==> src/pkg/opcs_consts.svh <==
// opcs_consts.svh: offsets, field positions, reset values and timing counts
// assumes a 40 MHz system clock and a 32-bit classic Wishbone register bus
`ifndef OPCS_CONSTS_SVH
`define OPCS_CONSTS_SVH

// ----------------------------------------
// register byte offsets
// ----------------------------------------
`define OPCS_ADR_CTRL      6'h00
`define OPCS_ADR_STATUS    6'h04
`define OPCS_ADR_CURR      6'h08
`define OPCS_ADR_OCL       6'h0C
`define OPCS_ADR_FALL      6'h10
`define OPCS_ADR_RISE      6'h14
`define OPCS_ADR_PRESET    6'h18
`define OPCS_ADR_CMD       6'h1C

// ----------------------------------------
// control register fields
// ----------------------------------------
`define OPCS_CTRL_OUT      0
`define OPCS_CTRL_PON      1
`define OPCS_CTRL_FOLD     2

// ----------------------------------------
// command register bits (write one to act)
// ----------------------------------------
`define OPCS_CMD_RESET     0
`define OPCS_CMD_CLEAR     1
`define OPCS_CMD_WIPE      2
`define OPCS_CMD_OCLMIN    3
`define OPCS_CMD_OCLMAX    4

// ----------------------------------------
// status register fields
// ----------------------------------------
`define OPCS_ST_OUT        0
`define OPCS_ST_TRIP       1
`define OPCS_ST_OVLATCH    2
`define OPCS_ST_TEMPLATCH  3
`define OPCS_ST_ACLATCH    4
`define OPCS_ST_REJECT     5

// ----------------------------------------
// value scaling: currents in mA, ramp times in tenths of a second, foldback time in ms
// ----------------------------------------
`define OPCS_RATED_MA      20'h186A0
`define OPCS_OCL_MIN_MA    20'h02710
`define OPCS_OCL_MAX_MA    20'h1ADB0
`define OPCS_RAMP_MAX_DS   7'h63
`define OPCS_FOLD_TIME_MS  500
`define OPCS_CLK_HZ        40000000
`define OPCS_FOLD_CYCLES   (`OPCS_FOLD_TIME_MS * (`OPCS_CLK_HZ / 1000))

`endif

==> src/pkg/opcs_pkg.sv <==
// opcs_pkg.sv: types of the output protection command set
// assumes opcs_consts.svh for all numeric values
package opcs_pkg;
   // power-up output policy
   typedef enum logic {OPCS_PON_OFF, OPCS_PON_LAST} opcs_pon_t;
   // preset memory request
   typedef struct packed {
      logic       wr;
      logic       wipe;
      logic [3:0] idx;
      logic [19:0] val;
   } opcs_memreq_t;
endpackage : opcs_pkg

==> src/pkg/opcs_mem_if.sv <==
// opcs_mem_if.sv: carries preset store requests and read data
// assumes one sys_clk domain shared by both ends
`timescale 1ns/10ps
interface opcs_mem_if;
   opcs_pkg::opcs_memreq_t req;     // store or wipe request
   logic [3:0]             rdIdx;   // read location
   logic [19:0]            rdData;  // stored current at rdIdx
   modport ctrl (output req, output rdIdx, input rdData);
   modport mem  (input req, input rdIdx, output rdData);
endinterface : opcs_mem_if

==> src/hdl/opcs_output_prot.sv <==
// opcs_output_prot.sv: output switch, power-up policy, fault latches,
// current setpoint, overcurrent limit, foldback, ramp times, presets
// assumes a classic Wishbone master on sys_clk and asynchronous fault pins
`timescale 1ns/10ps
`include "opcs_consts.svh"
// Function
// - output switch command turns output on/off
// - output query reads 1 on, 0 off
// - policy OFF: power up off, switch normal
// - policy LAST: restore state, only reset disables
// - policy query reads stored OFF or LAST
// - overvoltage and overcurrent faults always latch
// - temperature and AC faults latch only policy OFF
// - clear latches when causes gone, restore output
// - current setpoint accepts zero to rated current
// - current setpoint query returns programmed value
// - limit 10-110% rated, MIN copies, MAX 110%
// - full reset sets limit to maximum
// - limit query returns programmed limit
// - foldback enable set by one or zero
// - foldback trips after 0.5 s over limit
// - foldback query reads 1 enabled, 0 disabled
// - trip query reads 1 when tripped
// - fall ramp time 0.0 to 9.9 s
// - rise ramp time 0.0 to 9.9 s
// - memory wipe erases every preset location
// - preset store writes current at index
// - preset index spans locations 0 to 15
// - full reset: current zero, limit rated+10%
module opcs_output_prot (
   // clock and reset
   input  wire logic        sys_clk,
   input  wire logic        rst_n,
   // wishbone slave
   input  wire logic        wb_cyc_i,
   input  wire logic        wb_stb_i,
   input  wire logic        wb_we_i,
   input  wire logic [5:0]  wb_adr_i,
   input  wire logic [3:0]  wb_sel_i,
   input  wire logic [31:0] wb_dat_i,
   output logic      [31:0] wb_dat_o,
   output logic             wb_ack_o,
   // retained output state from non-volatile store
   input  wire logic        savedOutOn,
   input  wire logic        savedPonLast,
   // fault and regulation pins (asynchronous)
   input  wire logic        overvoltFault,
   input  wire logic        overcurrFault,
   input  wire logic        overtempFault,
   input  wire logic        acFailFault,
   input  wire logic        constCurrMode,
   input  wire logic        currAboveLimit,
   // output stage
   output logic             outputEnable,
   output logic      [19:0] currSetMa,
   output logic      [19:0] ocLimitMa,
   output logic      [6:0]  fallRampDs,
   output logic      [6:0]  riseRampDs
);
   // ----------------------------------------
   // state
   // ----------------------------------------
   localparam int unsigned FOLD_CYC = `OPCS_FOLD_CYCLES; // 0.5 s in cycles

   typedef struct packed {
      logic [5:0]  syncA;        // first sync stage, pins
      logic [5:0]  syncB;        // second sync stage, pins
      logic        strapped;     // straps taken after reset
      logic        outOn;        // requested output state
      opcs_pkg::opcs_pon_t pon;  // power-up policy
      logic        foldEn;       // foldback enable
      logic        trip;         // overcurrent tripped
      logic        ovLatch;      // overvoltage latch
      logic        tempLatch;    // overtemperature latch
      logic        acLatch;      // AC-fail latch
      logic        reject;       // last argument rejected
      logic [24:0] foldCnt;      // over-limit duration
      logic [19:0] curr;         // current setpoint, mA
      logic [19:0] ocl;          // overcurrent limit, mA
      logic [6:0]  fall;         // fall ramp, 0.1 s
      logic [6:0]  rise;         // rise ramp, 0.1 s
      logic [31:0] rdData;       // read data
      logic        ack;          // bus acknowledge
   } opcs_state_t;

   opcs_state_t state;           // current state
   opcs_state_t next_state;      // next state

   opcs_mem_if memBus ();        // preset memory link

   // ----------------------------------------
   // preset memory
   // ----------------------------------------
   opcs_preset_mem u_mem (
      .sys_clk (sys_clk),
      .rst_n   (rst_n),
      .memPort (memBus)
   );

   // synchronised pin aliases
   logic sOv, sOc, sTemp, sAc, sCc, sAbove;
   assign {sAbove, sCc, sAc, sTemp, sOc, sOv} = state.syncB;

   // bus strobes
   logic wrStb;
   logic rdStb;
   logic faultActive;
   assign wrStb = wb_cyc_i && wb_stb_i && wb_we_i && state.ack && (&wb_sel_i); // lands at the acked edge
   assign rdStb = wb_cyc_i && wb_stb_i && !wb_we_i && !state.ack;
   assign faultActive = state.trip || state.ovLatch || state.tempLatch || state.acLatch;

   // ----------------------------------------
   // next-state logic
   // ----------------------------------------
   always_comb begin
      logic [19:0] argMa;
      logic [6:0]  argDs;
      argMa = wb_dat_i[19:0];
      argDs = wb_dat_i[6:0];
      next_state = state;
      next_state.syncA = {currAboveLimit, constCurrMode, acFailFault,
                          overtempFault, overcurrFault, overvoltFault};
      next_state.syncB = state.syncA;
      next_state.ack = wb_cyc_i && wb_stb_i && !state.ack;
      memBus.req = '0;
      memBus.rdIdx = wb_adr_i[5:2];

      // straps caught once after reset release
      if (!state.strapped) begin
         next_state.strapped = 1'b1;
         next_state.pon = savedPonLast ? opcs_pkg::OPCS_PON_LAST : opcs_pkg::OPCS_PON_OFF;
         next_state.outOn = savedPonLast && savedOutOn;
      end

      // fault latching, set side
      if (sOv) begin
         next_state.ovLatch = 1'b1;
      end
      if (sOc) begin
         next_state.trip = 1'b1;
      end
      if (state.pon == opcs_pkg::OPCS_PON_OFF) begin
         if (sTemp) begin
            next_state.tempLatch = 1'b1;
         end
         if (sAc) begin
            next_state.acLatch = 1'b1;
         end
      end else begin
         next_state.tempLatch = 1'b0;
         next_state.acLatch = 1'b0;
      end

      // foldback timer: constant-current and above limit
      if (state.foldEn && sCc && sAbove) begin
         if (state.foldCnt >= 25'(FOLD_CYC - 1)) begin
            next_state.trip = 1'b1;
         end else begin
            next_state.foldCnt = state.foldCnt + 25'h0000001;
         end
      end else begin
         next_state.foldCnt = '0;
      end

      // register writes
      if (wrStb) begin
         case (wb_adr_i)
            `OPCS_ADR_CTRL: begin
               if (!(state.pon == opcs_pkg::OPCS_PON_LAST && state.outOn)) begin
                  next_state.outOn = wb_dat_i[`OPCS_CTRL_OUT];
               end
               next_state.pon = wb_dat_i[`OPCS_CTRL_PON] ? opcs_pkg::OPCS_PON_LAST
                                                         : opcs_pkg::OPCS_PON_OFF;
               next_state.foldEn = wb_dat_i[`OPCS_CTRL_FOLD];
            end
            `OPCS_ADR_CURR: begin
               if (argMa <= `OPCS_RATED_MA && wb_dat_i[31:20] == '0) begin
                  next_state.curr = argMa;
                  next_state.reject = 1'b0;
               end else begin
                  next_state.reject = 1'b1;
               end
            end
            `OPCS_ADR_OCL: begin
               if (argMa >= `OPCS_OCL_MIN_MA && argMa <= `OPCS_OCL_MAX_MA
                   && wb_dat_i[31:20] == '0) begin
                  next_state.ocl = argMa;
                  next_state.reject = 1'b0;
               end else begin
                  next_state.reject = 1'b1;
               end
            end
            `OPCS_ADR_FALL: begin
               if (argDs <= `OPCS_RAMP_MAX_DS && wb_dat_i[31:7] == '0) begin
                  next_state.fall = argDs;
                  next_state.reject = 1'b0;
               end else begin
                  next_state.reject = 1'b1;
               end
            end
            `OPCS_ADR_RISE: begin
               if (argDs <= `OPCS_RAMP_MAX_DS && wb_dat_i[31:7] == '0) begin
                  next_state.rise = argDs;
                  next_state.reject = 1'b0;
               end else begin
                  next_state.reject = 1'b1;
               end
            end
            `OPCS_ADR_PRESET: begin
               // index in bits 27:24, current in bits 19:0
               if (argMa <= `OPCS_RATED_MA && wb_dat_i[23:20] == '0
                   && wb_dat_i[31:28] == '0) begin
                  memBus.req.wr = 1'b1;
                  memBus.req.idx = wb_dat_i[27:24];
                  memBus.req.val = argMa;
                  next_state.reject = 1'b0;
               end else begin
                  next_state.reject = 1'b1;
               end
            end
            `OPCS_ADR_CMD: begin
               if (wb_dat_i[`OPCS_CMD_OCLMIN]) begin
                  next_state.ocl = state.curr;
               end
               if (wb_dat_i[`OPCS_CMD_OCLMAX]) begin
                  next_state.ocl = `OPCS_OCL_MAX_MA;
               end
               if (wb_dat_i[`OPCS_CMD_WIPE]) begin
                  memBus.req.wipe = 1'b1;
               end
               if (wb_dat_i[`OPCS_CMD_CLEAR]) begin
                  // clear each latch only when its cause is gone; set wins
                  if (!sOv) next_state.ovLatch = 1'b0;
                  if (!sOc && !(state.foldEn && sCc && sAbove)) next_state.trip = 1'b0;
                  if (!sTemp) next_state.tempLatch = 1'b0;
                  if (!sAc) next_state.acLatch = 1'b0;
               end
               if (wb_dat_i[`OPCS_CMD_RESET]) begin
                  next_state.curr = '0;
                  next_state.ocl = `OPCS_OCL_MAX_MA;
                  next_state.outOn = 1'b0;
               end
            end
            default: begin
               // read-only or unmapped: write ignored
            end
         endcase
      end

      // register reads
      if (rdStb) begin
         case (wb_adr_i)
            `OPCS_ADR_CTRL: begin
               next_state.rdData = '0;
               next_state.rdData[`OPCS_CTRL_OUT] = state.outOn;
               next_state.rdData[`OPCS_CTRL_PON] = (state.pon == opcs_pkg::OPCS_PON_LAST);
               next_state.rdData[`OPCS_CTRL_FOLD] = state.foldEn;
            end
            `OPCS_ADR_STATUS: begin
               next_state.rdData = '0;
               next_state.rdData[`OPCS_ST_OUT] = outputEnable;
               next_state.rdData[`OPCS_ST_TRIP] = state.trip;
               next_state.rdData[`OPCS_ST_OVLATCH] = state.ovLatch;
               next_state.rdData[`OPCS_ST_TEMPLATCH] = state.tempLatch;
               next_state.rdData[`OPCS_ST_ACLATCH] = state.acLatch;
               next_state.rdData[`OPCS_ST_REJECT] = state.reject;
            end
            `OPCS_ADR_CURR:   next_state.rdData = {12'h000, state.curr};
            `OPCS_ADR_OCL:    next_state.rdData = {12'h000, state.ocl};
            `OPCS_ADR_FALL:   next_state.rdData = {25'h0000000, state.fall};
            `OPCS_ADR_RISE:   next_state.rdData = {25'h0000000, state.rise};
            default: begin
               // preset and unmapped reads return zero; memory read data at rdIdx is not used
               next_state.rdData = 32'h00000000;
            end
         endcase
      end
   end

   // ----------------------------------------
   // state register
   // ----------------------------------------
   always_ff @(posedge sys_clk or negedge rst_n) begin
      if (!rst_n) begin
         state <= '0;
         state.ocl <= `OPCS_OCL_MAX_MA;
      end else begin
         state <= next_state;
      end
   end

   // ----------------------------------------
   // outputs
   // ----------------------------------------
   assign outputEnable = state.outOn && !faultActive;
   assign currSetMa = state.curr;
   assign ocLimitMa = state.ocl;
   assign fallRampDs = state.fall;
   assign riseRampDs = state.rise;
   assign wb_dat_o = state.rdData;
   assign wb_ack_o = state.ack;

   // ----------------------------------------
   // assertions
   // ----------------------------------------
   property p_out_write;
      @(posedge sys_clk) disable iff (!rst_n)
      (wrStb && wb_adr_i == `OPCS_ADR_CTRL && state.strapped
       && state.pon == opcs_pkg::OPCS_PON_OFF)
      |=> state.outOn == $past(wb_dat_i[`OPCS_CTRL_OUT]);
   endproperty
   a_out_write: assert property (p_out_write) else $error("output switch ignored");

   property p_last_hold;
      @(posedge sys_clk) disable iff (!rst_n)
      (state.strapped && state.pon == opcs_pkg::OPCS_PON_LAST && state.outOn
       && !(wrStb && wb_adr_i == `OPCS_ADR_CMD && wb_dat_i[`OPCS_CMD_RESET])) |=> state.outOn;
   endproperty
   a_last_hold: assert property (p_last_hold) else $error("policy LAST output dropped");

   property p_ov_latch;
      @(posedge sys_clk) disable iff (!rst_n)
      sOv |=> state.ovLatch && !outputEnable;
   endproperty
   a_ov_latch: assert property (p_ov_latch) else $error("overvoltage not latched");

   property p_temp_last;
      @(posedge sys_clk) disable iff (!rst_n)
      (state.pon == opcs_pkg::OPCS_PON_LAST) |=> !state.tempLatch && !state.acLatch;
   endproperty
   a_temp_last: assert property (p_temp_last) else $error("temp latched under LAST");

   property p_clear_blocked;
      @(posedge sys_clk) disable iff (!rst_n)
      sOv |=> state.ovLatch;
   endproperty
   a_clear_blocked: assert property (p_clear_blocked) else $error("latch cleared with cause");

   property p_curr_range;
      @(posedge sys_clk) disable iff (!rst_n)
      state.curr <= `OPCS_RATED_MA && state.fall <= `OPCS_RAMP_MAX_DS && state.rise <= `OPCS_RAMP_MAX_DS;
   endproperty
   a_curr_range: assert property (p_curr_range) else $error("value out of range stored");

   property p_reset_cmd;
      @(posedge sys_clk) disable iff (!rst_n)
      (wrStb && wb_adr_i == `OPCS_ADR_CMD && wb_dat_i[`OPCS_CMD_RESET])
      |=> state.curr == '0 && state.ocl == `OPCS_OCL_MAX_MA;
   endproperty
   a_reset_cmd: assert property (p_reset_cmd) else $error("full reset values wrong");

   property p_fold_trip;
      @(posedge sys_clk) disable iff (!rst_n)
      (state.foldCnt == 25'(FOLD_CYC - 1) && state.foldEn && sCc && sAbove) |=> state.trip;
   endproperty
   a_fold_trip: assert property (p_fold_trip) else $error("foldback did not trip");

   property p_ack_once;
      @(posedge sys_clk) disable iff (!rst_n)
      wb_ack_o |=> !wb_ack_o;
   endproperty
   a_ack_once: assert property (p_ack_once) else $error("ack held two cycles");
endmodule : opcs_output_prot

==> src/hdl/opcs_preset_mem.sv <==
// opcs_preset_mem.sv: sixteen preset current locations
// assumes requests come from logic on sys_clk
`timescale 1ns/10ps
`include "opcs_consts.svh"
module opcs_preset_mem (
   // clock and reset
   input  wire logic sys_clk,
   input  wire logic rst_n,
   // request side
   opcs_mem_if.mem   memPort
);
   // ----------------------------------------
   // state
   // ----------------------------------------
   typedef struct packed {
      logic [15:0][19:0] slot;     // preset currents, mA
      logic [19:0]       rdData;   // registered read data
   } opcs_mem_state_t;

   opcs_mem_state_t state;        // current state
   opcs_mem_state_t next_state;   // next state

   // next-state logic: wipe clears all, store writes one slot
   always_comb begin
      next_state = state;
      if (memPort.req.wipe) begin
         next_state.slot = '0;
      end else if (memPort.req.wr) begin
         next_state.slot[memPort.req.idx] = memPort.req.val;
      end
      next_state.rdData = state.slot[memPort.rdIdx];
   end

   // register the state
   always_ff @(posedge sys_clk or negedge rst_n) begin
      if (!rst_n) begin
         state <= '0;
      end else begin
         state <= next_state;
      end
   end

   assign memPort.rdData = state.rdData;

   // wipe empties every location on the next edge
   property p_wipe;
      @(posedge sys_clk) disable iff (!rst_n)
      memPort.req.wipe |=> (state.slot == '0);
   endproperty
   a_wipe: assert property (p_wipe) else $error("preset wipe left data");

   // store lands in its indexed slot
   property p_store;
      @(posedge sys_clk) disable iff (!rst_n)
      (memPort.req.wr && !memPort.req.wipe) |=>
         (state.slot[$past(memPort.req.idx)] == $past(memPort.req.val));
   endproperty
   a_store: assert property (p_store) else $error("preset store lost");
endmodule : opcs_preset_mem

==> config.mk <==
export PLATFORM = sky130hd
export DESIGN_NAME = opcs_output_prot
export DESIGN_NICKNAME = d
export VERILOG_FILES = /design/src/pkg/opcs_pkg.sv /design/src/pkg/opcs_mem_if.sv /design/src/hdl/opcs_output_prot.sv /design/src/hdl/opcs_preset_mem.sv
export VERILOG_INCLUDE_DIRS = /design/src /design/src/pkg
export SDC_FILE = /design/constraint.sdc
export NUM_CORES = 1
export LEC_CHECK = 0
export BUFFER_PORTS_ARGS = -buffer_cell sky130_fd_sc_hd__clkbuf_2
export CAP_MARGIN = 20
export CORE_UTILIZATION = 40
export CTS_BUF_LIST = sky130_fd_sc_hd__clkbuf_16
export DETAILED_ROUTE_END_ITERATION = 10
export GPL_TIMING_DRIVEN = 0
export PLACE_DENSITY_LB_ADDON = 0.2
export SETUP_SLACK_MARGIN = 0.3
export SLEW_MARGIN = 25
export SYNTH_ARGS = -nofsm -noshare
export SYNTH_HDL_FRONTEND = slang
export SYNTH_HIERARCHICAL = 1
export SYNTH_SLANG_ARGS = --single-unit
==> constraint.sdc <==
create_clock -name sys_clk -period 2.2 [get_ports sys_clk]
set_input_delay 0.66 -clock sys_clk [delete_from_list [all_inputs] [get_ports sys_clk]]
set_output_delay 0.66 -clock sys_clk [all_outputs]
set_load 0.02 [all_outputs]
==> results of run 1 <==
area by class of cell:
type / count / area, um2 / area share (%)
buffer: 122 / 988 / 10.2
sequential: 121 / 3040 / 31.4
inverter: 4 / 15.0 / 0.155
tap: 216 / 270 / 2.79
clock inverter: 15 / 166 / 1.72
multi-input combinational: 436 / 3490 / 35.9
clock buffer: 17 / 425 / 4.39
timing repair buffer: 180 / 1310 / 13.5
registers in the layout (all words and copies together), names as in the netlist:
signal,flops
currSetMa,20
state,34
wb_ack_o,1
sAc,1
next_state,6
sOv,1
sTemp,1
sOc,1
riseRampDs,7
ocLimitMa,20
fallRampDs,7
sCc,1
sAbove,1
wb_dat_o,20
power by group through the flow:
stage | logic, uW | registers (uW) | clock network (uW)
6_report | 607 | 2350 | 2790
5_1_grt | 664 | 2360 | 2920
4_1_cts | 586 | 2350 | 2830
3_5_place_dp | 556 | 2390 | 0
3_3_place_gp | 535 | 2380 | 0
2_1_floorplan | 336 | 2370 | 0
cell families after synthesis:
| logic type | Yosys count | synth area share (%) |
|---|---|---|
| flops | 121 | 46.6 |
| compound gates | 118 | 12.9 |
| other cells | 2 | 0.115 |
| buf+inv | 127 | 12.4 |
| xor+xnor | 20 | 2.68 |
| simple gates | 244 | 18.3 |
| mux | 40 | 6.88 |
| fa+ha+maj | 1 | 0.192 |
per-stage QoR:
| stage | utilization, % | cell area, um2 | power, uW | hold WS, ns |
|---|---|---|---|---|
| 2_1_floorplan | - | 6970 | 2710 | 0.331 |
| 3_3_place_gp | 49.6 | 7870 | 2920 | 0.334 |
| 3_5_place_dp | 49.8 | 7910 | 2940 | 0.337 |
| 4_1_cts | 58.6 | 9320 | 5770 | 0.149 |
| 5_1_grt | 61.0 | 9700 | 5940 | 0.162 |
| 6_report | 61.0 | 9700 | 5740 | 0.142 |
layout by cell type (no fill, tap or decap), types with 6 or more instances in the layout:
master     instances
buf_4            123
clkbuf_2         118
dfrtp_1          111
nor2_1            75
nand2_1           55
mux2_4            28
o21ai_0           24
clkbuf_16         23
nand3_1           21
buf_6             19
xnor2_1           18
a22o_1            17
nor4_4            13
conb_1            13
a21oi_1           11
mux2_2            11
nand4_1           10
clkbuf_1          10
buf_8              9
dfstp_2            9
a31oi_1            8
a221oi_2           8
nor3_4             6
a222oi_1           6
timing repair:
item	4_1_cts	5_1_grt
resized for setup	104	80
gates cloned	7	0
setup endpoints to repair	103	114
pin swaps	49	31
setup buffers	34	12
synth_stat cells (all sizes together) (17+ instances only):
| library cell | number | area (um2) |
|---|---|---|
| clkbuf | 28 | 105 |
| nor2 | 79 | 297 |
| mux2 | 39 | 439 |
| nand3 | 22 | 110 |
| o21ai | 28 | 140 |
| xnor2 | 19 | 166 |
| nor4 | 17 | 113 |
| nand2 | 56 | 210 |
| buf | 95 | 691 |
| dfrtp | 112 | 2800 |
| a22o | 17 | 149 |
final timing paths:
path                       slack [ns]       startpoint         endpoint  cells after the start
setup / recovery                -0.35     wb_dat_i[18]    ocLimitMa[11]                     10
hold / removal                   0.14            rst_n     wb_dat_o[10]                      1
setup reg to reg                -0.20       state[109]        state[97]                      8
hold reg to reg                  0.34  next_state[125]              sCc                      0
max in group asynchronous        1.32            rst_n       state[115]                      2
min in group sys_clk             0.34      acFailFault  next_state[124]                      1
routing by layer:
layer	global-route usage (%)	share of wire [%]
met5	0	0
met1	32.4	45
met4	11.5	2.9
met3	3.85	5.3
met2	38.1	47
==> metrics.md, run 1 <==
| Metric | Value |
|---|---|
| Gate power share | `10.6%` |
| Worst-Margin Slew | `about 0.83 ns` |
| Global-route wire length before repair | `30600 um` |
| Worst path bufs/invs | `4` |
| P_leak | `roughly 0.0045 uW` |
| CTS H-tree depth | `4` |
| Proportion of layout cells with a drive suffix above 1 | `~51%` |
| Hold Crit Class | `in -> async` |
| Die area | `roughly 17000 um2` |
| PortBufs | `between 100 and 150` |
| Setup slack at placement | `-0.932 ns` |
| Seq/Total Area, Yosys | `a little under half` |
| Clock share of power | `just under 50%` |
| RSZ-0062 raised after global routing | `yes` |
| Initial antenna violation count | `0` |
| TritonRoute pass-1 iters | `6` |
| WP data required | `between 2 and 3 ns` |
| Slowest CP cell | `or4_4` |
| Part of the cycle the worst path needs | `116%` |
| CTS Buf Count | `17` |
| Maximum vdd drop | `about 490 uV` |
| Syn avg cell area | `9.70 um2` |
| Grt ovf | `0` |
| Vias in the first global route | `between 5000 and 6000` |
| Power per cell area | `approximately 600 nW/um2` |
| Synth cell types | `~60` |
| I/O pin count | `143` |
| Total Wirelength | `about 20000 um` |
| Slew Limit Fails | `0` |
| Pin count of the biggest net entering global routing | `86` |
| Clock sinks | `about 120` |
| Synth Register Bits | `~120` |
| Final GP Congestion | `between 0.8 and 0.9` |
| Slew HR | `between 40% and 50%` |
| Initial Utilization | `about two fifths` |
| Fin Clk Skew | `between 0.008 and 0.009 ns` |
| Fin. Hold Viols | `0` |
| Via density | `around 5.3` |
| Post-route ant nets | `0` |
| Die height | `roughly 130 um` |
| Synth Instances | `approximately 670` |
| Synth Cell Area | `roughly 6500 um2` |
| Run status | `finished, violations left` |
| Worst-Skew Late Latency | `around 0.43 ns` |
| Filler cell count | `~1300` |
| Horiz. Die Dim | `~130 um` |
| CTS Buffer Depth | `2` |
| Reg power frac | `40.9%` |
| Post-synth top flop | `dfrtp_1` |
| Vias | `around 5900` |
| Post-synth ARST share | `between 90% and 100%` |
| CTS Root Cell | `clkbuf_16` |
| Post-Route Setup TNS | `-7.49 ns` |
| Synth-to-Final Area Change | `48.6%` |
| Pint | `between 4000 and 5000 uW` |
| CTS tree | `built` |
| Antenna diodes | `0` |
| Final Non-Filler Cells | `1111` |
| Critical path, cell by cell | `buf_8 > or4_4 > or3_4 > o22a_1 > o22ai_2 > nor4_2 > buf_4 > buf_12 > buf_16 > mux2_4` |
| Failing checks | `negative setup slack` |
| Final Critical Period | `between 2 and 3 ns` |
| CP endpoint kind | `flip-flop` |
| Max_cap viols | `0` |
| Psw | `around 1500 uW` |
| Max Clock Freq | `roughly 400 MHz` |
| Clock-pin slew on the worst setup and hold paths | `roughly 0.06 ns` |
| Number of synthesized flops with an enable pin | `0` |
| Residual DRC | `0` |
| GRT Overall Usage | `between 20 and 25%` |
| Core region area | `15900 um2` |
| Worst EP arrival | `just under 3 ns` |
| Dpl hpwl | `around 13000 um` |
| Kind of critical path | `in -> reg` |
| Site row count | `46` |
| Critical Path Source Type | `primary input` |
| Switching part of the total | `around a quarter` |
| CP max stage delay | `0.56 ns` |
| Placed insts | `between 1000 and 1500` |
| Nets | `938` |
| Number of DRC markers in iteration 0 | `around 420` |
| Critical Path Fanout Max | `5` |
| # setup viols final | `52` |
| Setup WS post-layout | `-0.352 ns` |
| Top delay family on crit path | `simple AND/OR/NAND/NOR gates` |
| Ys Warns | `6` |
| DR WL/cell | `between 15 and 20 um` |
| CTS Hold Bufs | `0` |
No activity file was read; power rests on OpenSTA's default activity.
==> run 2: changes to the inputs <==
--- a/config.mk
+++ b/config.mk
@@ -13,7 +13,8 @@
 export DETAILED_ROUTE_END_ITERATION = 10
 export GPL_TIMING_DRIVEN = 0
 export PLACE_DENSITY_LB_ADDON = 0.2
-export SETUP_SLACK_MARGIN = 0.3
+export SETUP_SLACK_MARGIN = 0.05
+export SKIP_CTS_REPAIR_TIMING = 1
 export SLEW_MARGIN = 25
 export SYNTH_ARGS = -nofsm -noshare
 export SYNTH_HDL_FRONTEND = slang
==> metrics.md, run 2 (synthesized netlist as in run 1, its figures left out) <==
| Metric | Value |
|---|---|
| Power per cell area | `627 nW/um2` |
| Post-Route Setup TNS | `-16.34 ns` |
| Setup slack at placement | `-0.977 ns` |
| Fin. Hold Viols | `0` |
| Slew Limit Fails | `0` |
| GRT Overall Usage | `a little over a fifth` |
| Largest Register | `state` |
| Final GP Congestion | `0.892` |
| Register-to-Register Path Depth | `7` |
| Grt ovf | `0` |
| Placed insts | `between 1000 and 1500` |
| Global-route wire length before repair | `27500 um` |
| Critical Path Source Type | `primary input` |
| Initial Utilization | `41.1%` |
| Vias in the first global route | `5335` |
| CP endpoint kind | `flip-flop` |
| WP data required | `roughly 2.5 ns` |
| Residual DRC | `0` |
| CTS tree | `built` |
| Via density | `around 5.3` |
| P_leak | `~0.004 uW` |
| Nets | `907` |
| Final hold slack | `roughly 0.2 ns` |
| Initial antenna violation count | `0` |
| Clock share of power | `48.2%` |
| Total Wirelength | `approximately 19000 um` |
| PortBufs | `126` |
| Psw | `1340 uW` |
| Max Clock Freq | `382 MHz` |
| CTS H-tree depth | `4` |
| Hold Crit Class | `in -> async` |
| Fin Clk Skew | `about 0.0054 ns` |
| Final Critical Period | `2.62 ns` |
| Run status | `finished, violations left` |
| Max_cap viols | `0` |
| Horiz. Die Dim | `between 100 and 150 um` |
| Failing checks | `negative setup slack` |
| CTS Buffer Depth | `2` |
| Site row count | `46` |
| Vias | `about 5700` |
| Post-layout util | `56.4%` |
| Die height | `around 130 um` |
| Worst-Margin Slew | `just over 0.8 ns` |
| Kind of critical path | `in -> reg` |
| Final Non-Filler Cells | `around 1100` |
| Slew HR | `around 46%` |
| Most common cell after layout, fill and taps aside | `clkbuf_2` |
| Post-route ant nets | `0` |
| Core region area | `between 15000 and 20000 um2` |
| Setup WS post-layout | `-0.415 ns` |
| # setup viols final | `80` |
| RSZ-0062 raised after global routing | `yes` |
| Number of DRC markers in iteration 0 | `roughly 370` |
| TritonRoute pass-1 iters | `5` |
| DR WL/cell | `approximately 17 um` |
| CTS Root Cell | `clkbuf_16` |
| Switching part of the total | `a little under a quarter` |
| Dpl hpwl | `12700 um` |
| Most frequent cells in the layout | `clkbuf_2 (127), dfrtp_1 (112), buf_4 (100), nor2_1 (78), nand2_1 (55)` |
| Clock-pin slew on the worst setup and hold paths | `around 0.050 ns` |
| Antenna diodes | `0` |
| Maximum vdd drop | `just over 500 uV` |
| Gate power share | `10.0%` |
| Reg power frac | `41.8%` |
| Critical Path Fanout Max | `5` |
| Worst EP arrival | `between 2 and 3 ns` |
| Synth-to-Final Area Change | `37.3%` |
| Pin count of the biggest net entering global routing | `67` |
| Proportion of layout cells with a drive suffix above 1 | `between 40% and 50%` |
| I/O pin count | `about 140` |
| Max FFs per register | `34` |
| Part of the cycle the worst path needs | `119%` |
| Worst-Skew Late Latency | `around 0.42 ns` |
| CTS Buf Count | `17` |
| Pint | `around 4300 uW` |
| Clock sinks | `121` |
| Die area | `about 17000 um2` |
## run 2: changes by cell type in the layout (fill, tap and decap cells not counted), moves of 8 or more
| cell | previous run | this run |
|---|---|---|
| mux2_2 | 11 | 19 |
| mux2_4 | 28 | 20 |
| buf_4 | 123 | 100 |
| clkbuf_2 | 118 | 127 |
| a221oi_1 | 5 | 14 |
| a221oi_2 | 8 | 0 |
## run 2: per-layer routing
| metal | vias up | GRT usage [%] | part of all wire, % | routed length (um) |
|---|---|---|---|---|
| li1 | 2680 | - | - | - |
| met1 | 2794 | 29.1 | 45 | 8370 |
| met2 | 238 | 33.3 | 47 | 8790 |
| met3 | 35 | 5.04 | 6.0 | 1120 |
| met4 | 0 | 8.41 | 2.4 | 454 |
| met5 | - | 0 | 0 | 0 |
## run 2: path summary, 6_finish.rpt
| kind | startpoint | to | slack, ns |
|---|---|---|---|
| max | wb_dat_i[19] | ocLimitMa[18] | -0.42 |
| min | rst_n | riseRampDs[4] | 0.20 |
| max reg2reg | state[110] | state[102] | -0.36 |
| min reg2reg | next_state[126] | sAbove | 0.34 |
| max in group asynchronous | rst_n | ocLimitMa[16] | 1.27 |
| min in group sys_clk | next_state[126] | sAbove | 0.34 |
## run 2: power groups by stage
| stage | combinational [uW] | clock (uW) | sequential [uW] |
|---|---|---|---|
| floorplan | 331 | 0 | 2370 |
| global placement | 527 | 0 | 2380 |
| detailed placement | 543 | 0 | 2390 |
| CTS | 545 | 2740 | 2350 |
| global route | 617 | 2860 | 2360 |
| finish | 563 | 2710 | 2350 |
## run 2: layout make-up
| type | instances | area, um2 |
|---|---|---|
| Fill cell | 1391 | 6920 |
| Multi-Input combinational cell | 436 | 3250 |
| Sequential cell | 121 | 3040 |
| Timing Repair Buffer | 152 | 957 |
| Buffer | 119 | 861 |
| Clock buffer | 17 | 425 |
| Tap cell | 216 | 270 |
| Clock inverter | 15 | 144 |
| Inverter | 4 | 15.0 |
## run 2: worst max-delay path, cell delays in order
cell and delay [ns]:
buf_8 0.10, or4_4 0.57, or3_4 0.43, o22ai_4 0.15, o22ai_4 0.11, nor4_4 0.27, buf_6 0.18, buf_8 0.14
mux2_4 0.30
## run 2: per-stage QoR
| stage | instance area (um2) | total power, uW |
|---|---|---|
| floorplan | 6690 | 2700 |
| global placement | 7590 | 2910 |
| detailed placement | 7620 | 2930 |
| CTS | 8190 | 5640 |
| global route | 8960 | 5830 |
| finish | 8960 | 5620 |
==> run 3: changes to the inputs <==
--- a/config.mk
+++ b/config.mk
@@ -13,7 +13,7 @@
 export DETAILED_ROUTE_END_ITERATION = 10
 export GPL_TIMING_DRIVEN = 0
 export PLACE_DENSITY_LB_ADDON = 0.2
-export SETUP_SLACK_MARGIN = 0.05
+export SETUP_SLACK_MARGIN = 0.4
 export SKIP_CTS_REPAIR_TIMING = 1
 export SLEW_MARGIN = 25
 export SYNTH_ARGS = -nofsm -noshare
==> metrics.md, run 3 (synthesized netlist as in run 1, its figures left out) <==
| Metric | Value |
|---|---|
| Most frequent cells in the layout | `buf_4 (136), clkbuf_2 (111), dfrtp_1 (104), nor2_1 (77), nand2_1 (54)` |
| CP endpoint kind | `flip-flop` |
| Number of DRC markers in iteration 0 | `~490` |
| Placed insts | `between 1000 and 1500` |
| Clock sinks | `121` |
| Slew Limit Fails | `0` |
| Core region area | `15900 um2` |
| Total Wirelength | `20200 um` |
| Maximum vdd drop | `628 uV` |
| Register-to-Register Path Depth | `7` |
| WP data required | `2.54 ns` |
| Fin Clk Skew | `between 0.006 and 0.007 ns` |
| Initial Utilization | `between 40% and 50%` |
| Slowest CP cell | `or3_1` |
| Global-route wire length before repair | `~28000 um` |
| Most frequent CP cell | `buf_6` |
| RSZ-0062 raised after global routing | `yes` |
| Top delay family on crit path | `simple AND/OR/NAND/NOR gates` |
| Hold Crit Class | `in -> async` |
| Nets | `972` |
| Vias in the first global route | `approximately 5600` |
| Final GP Congestion | `0.881` |
| Critical Path Source Type | `primary input` |
| Via density | `about 5.3` |
| Initial antenna violation count | `0` |
| Total Power Consumption | `~5900 uW` |
| Failing checks | `negative setup slack` |
| Die area | `around 17000 um2` |
| Worst-Margin Slew | `around 0.9 ns` |
| GRT Overall Usage | `between 20% and 30%` |
| Worst-Skew Late Latency | `between 0.4 and 0.5 ns` |
| Grt ovf | `0` |
| # setup viols final | `a little over 70` |
| TritonRoute pass-1 iters | `5` |
| Proportion of layout cells with a drive suffix above 1 | `between 50% and 60%` |
| CTS Buffer Depth | `2` |
| Worst path bufs/invs | `4` |
| CP max stage delay | `between 0.3 and 0.4 ns` |
| Synth-to-Final Area Change | `53.0%` |
| Kind of critical path | `in -> reg` |
| Setup WS post-layout | `-0.395 ns` |
| Antenna diodes | `0` |
| Placed cell area | `7920 um2` |
| Max_cap viols | `0` |
| Vias | `6056` |
| CTS Root Cell | `clkbuf_16` |
| Final Critical Period | `~2.6 ns` |
| Residual DRC | `0` |
| Part of the cycle the worst path needs | `118%` |
| DR WL/cell | `17.7 um` |
| Largest Register | `state` |
| Post-route ant nets | `0` |
| Power per cell area | `just under 600 nW/um2` |
| Die height | `130 um` |
| Pin count of the biggest net entering global routing | `72` |
| Most common cell after layout, fill and taps aside | `buf_4` |
| CTS tree | `built` |
| Final instance area | `around 10000 um2` |
| I/O pin count | `roughly 140` |
| Horiz. Die Dim | `approximately 130 um` |
| Final Non-Filler Cells | `roughly 1100` |
| P_leak | `around 0.0046 uW` |
| PortBufs | `approximately 130` |
| Dpl hpwl | `about 13000 um` |
| Run status | `finished, violations left` |
| Max Clock Freq | `385 MHz` |
| Site row count | `46` |
| Critical Path Fanout Max | `6` |
| Fin. Hold Viols | `0` |
| Worst EP arrival | `between 2 and 3 ns` |
| Slew HR | `between 30% and 40%` |
| Clock-pin slew on the worst setup and hold paths | `about 0.060 ns` |
| CTS Buf Count | `17` |
| Max FFs per register | `34` |
| Critical path, cell by cell | `clkbuf_2 > nand4_1 > or3_1 > buf_2 > a311oi_2 > o22ai_4 > nor4_4 > buf_6 > buf_6 > mux2_2` |
| Post-layout util | `between 60% and 70%` |
| CTS H-tree depth | `4` |
| WP depth | `10` |
==> run 3: cell count changes in the layout (fill, tap and decap cells not counted), moves of 10 or more <==
cell / delta
mux2_2: +10
a221oi_2: +12
a221oi_1: -13
mux2_4: -10
buf_6: +37
clkbuf_2: -16
buf_4: +36
==> run 3: final timing paths <==
path,startpoint,endpoint,slack [ns]
max,wb_we_i,ocLimitMa[7],-0.39
min,rst_n,state[95],0.18
max reg2reg,state[110],state[102],-0.31
min reg2reg,next_state[126],sAbove,0.35
max in group asynchronous,rst_n,ocLimitMa[4],1.28
min in group sys_clk,next_state[126],sAbove,0.35
==> run 3: worst register-to-register path, stage by stage (launching register included) <==
cell	delay (ns)
dfrtp_1	0.38
or2_4	0.26
or4_4	0.54
o221a_4	0.33
or2_4	0.26
buf_6	0.13
or4_4	0.41
a21oi_2	0.14
==> run 3: cell type report <==
cell class,instances,area [um2]
Buffer,123,1020
Clock buffer,17,425
Clock inverter,14,183
Fill cell,1309,5900
Inverter,4,15.0
Multi-Input combinational cell,436,3370
Sequential cell,121,3050
Tap cell,216,270
Timing Repair Buffer,213,1650
==> run 3: power by group <==
group          internal [uW]  switching, uW  total, uW
combinational            257            351        608
clock                   1870           1030       2900
sequential              2300           42.3       2340
==> run 3: routing by layer <==
layer	vias to the layer above	global-route usage, %	share of wire [%]
li1	2802	-	-
met2	241	34.9	48
met3	57	3.73	4.9
met1	2956	30.1	44
met4	0	10.3	3.4
met5	-	0	0
==> run 3: stage by stage <==
| step | setup WS [ns] | TNS, ns | hold slack [ns] |
|---|---|---|---|
| floorplan | -0.414 | -15.39 | 0.331 |
| CTS | -0.546 | -23.19 | 0.200 |
| global route | -0.470 | -17.67 | 0.218 |
| global placement | -1.38 | -220.12 | 0.334 |
| finish | -0.395 | -13.41 | 0.183 |
| detailed placement | -0.959 | -51.71 | 0.335 |
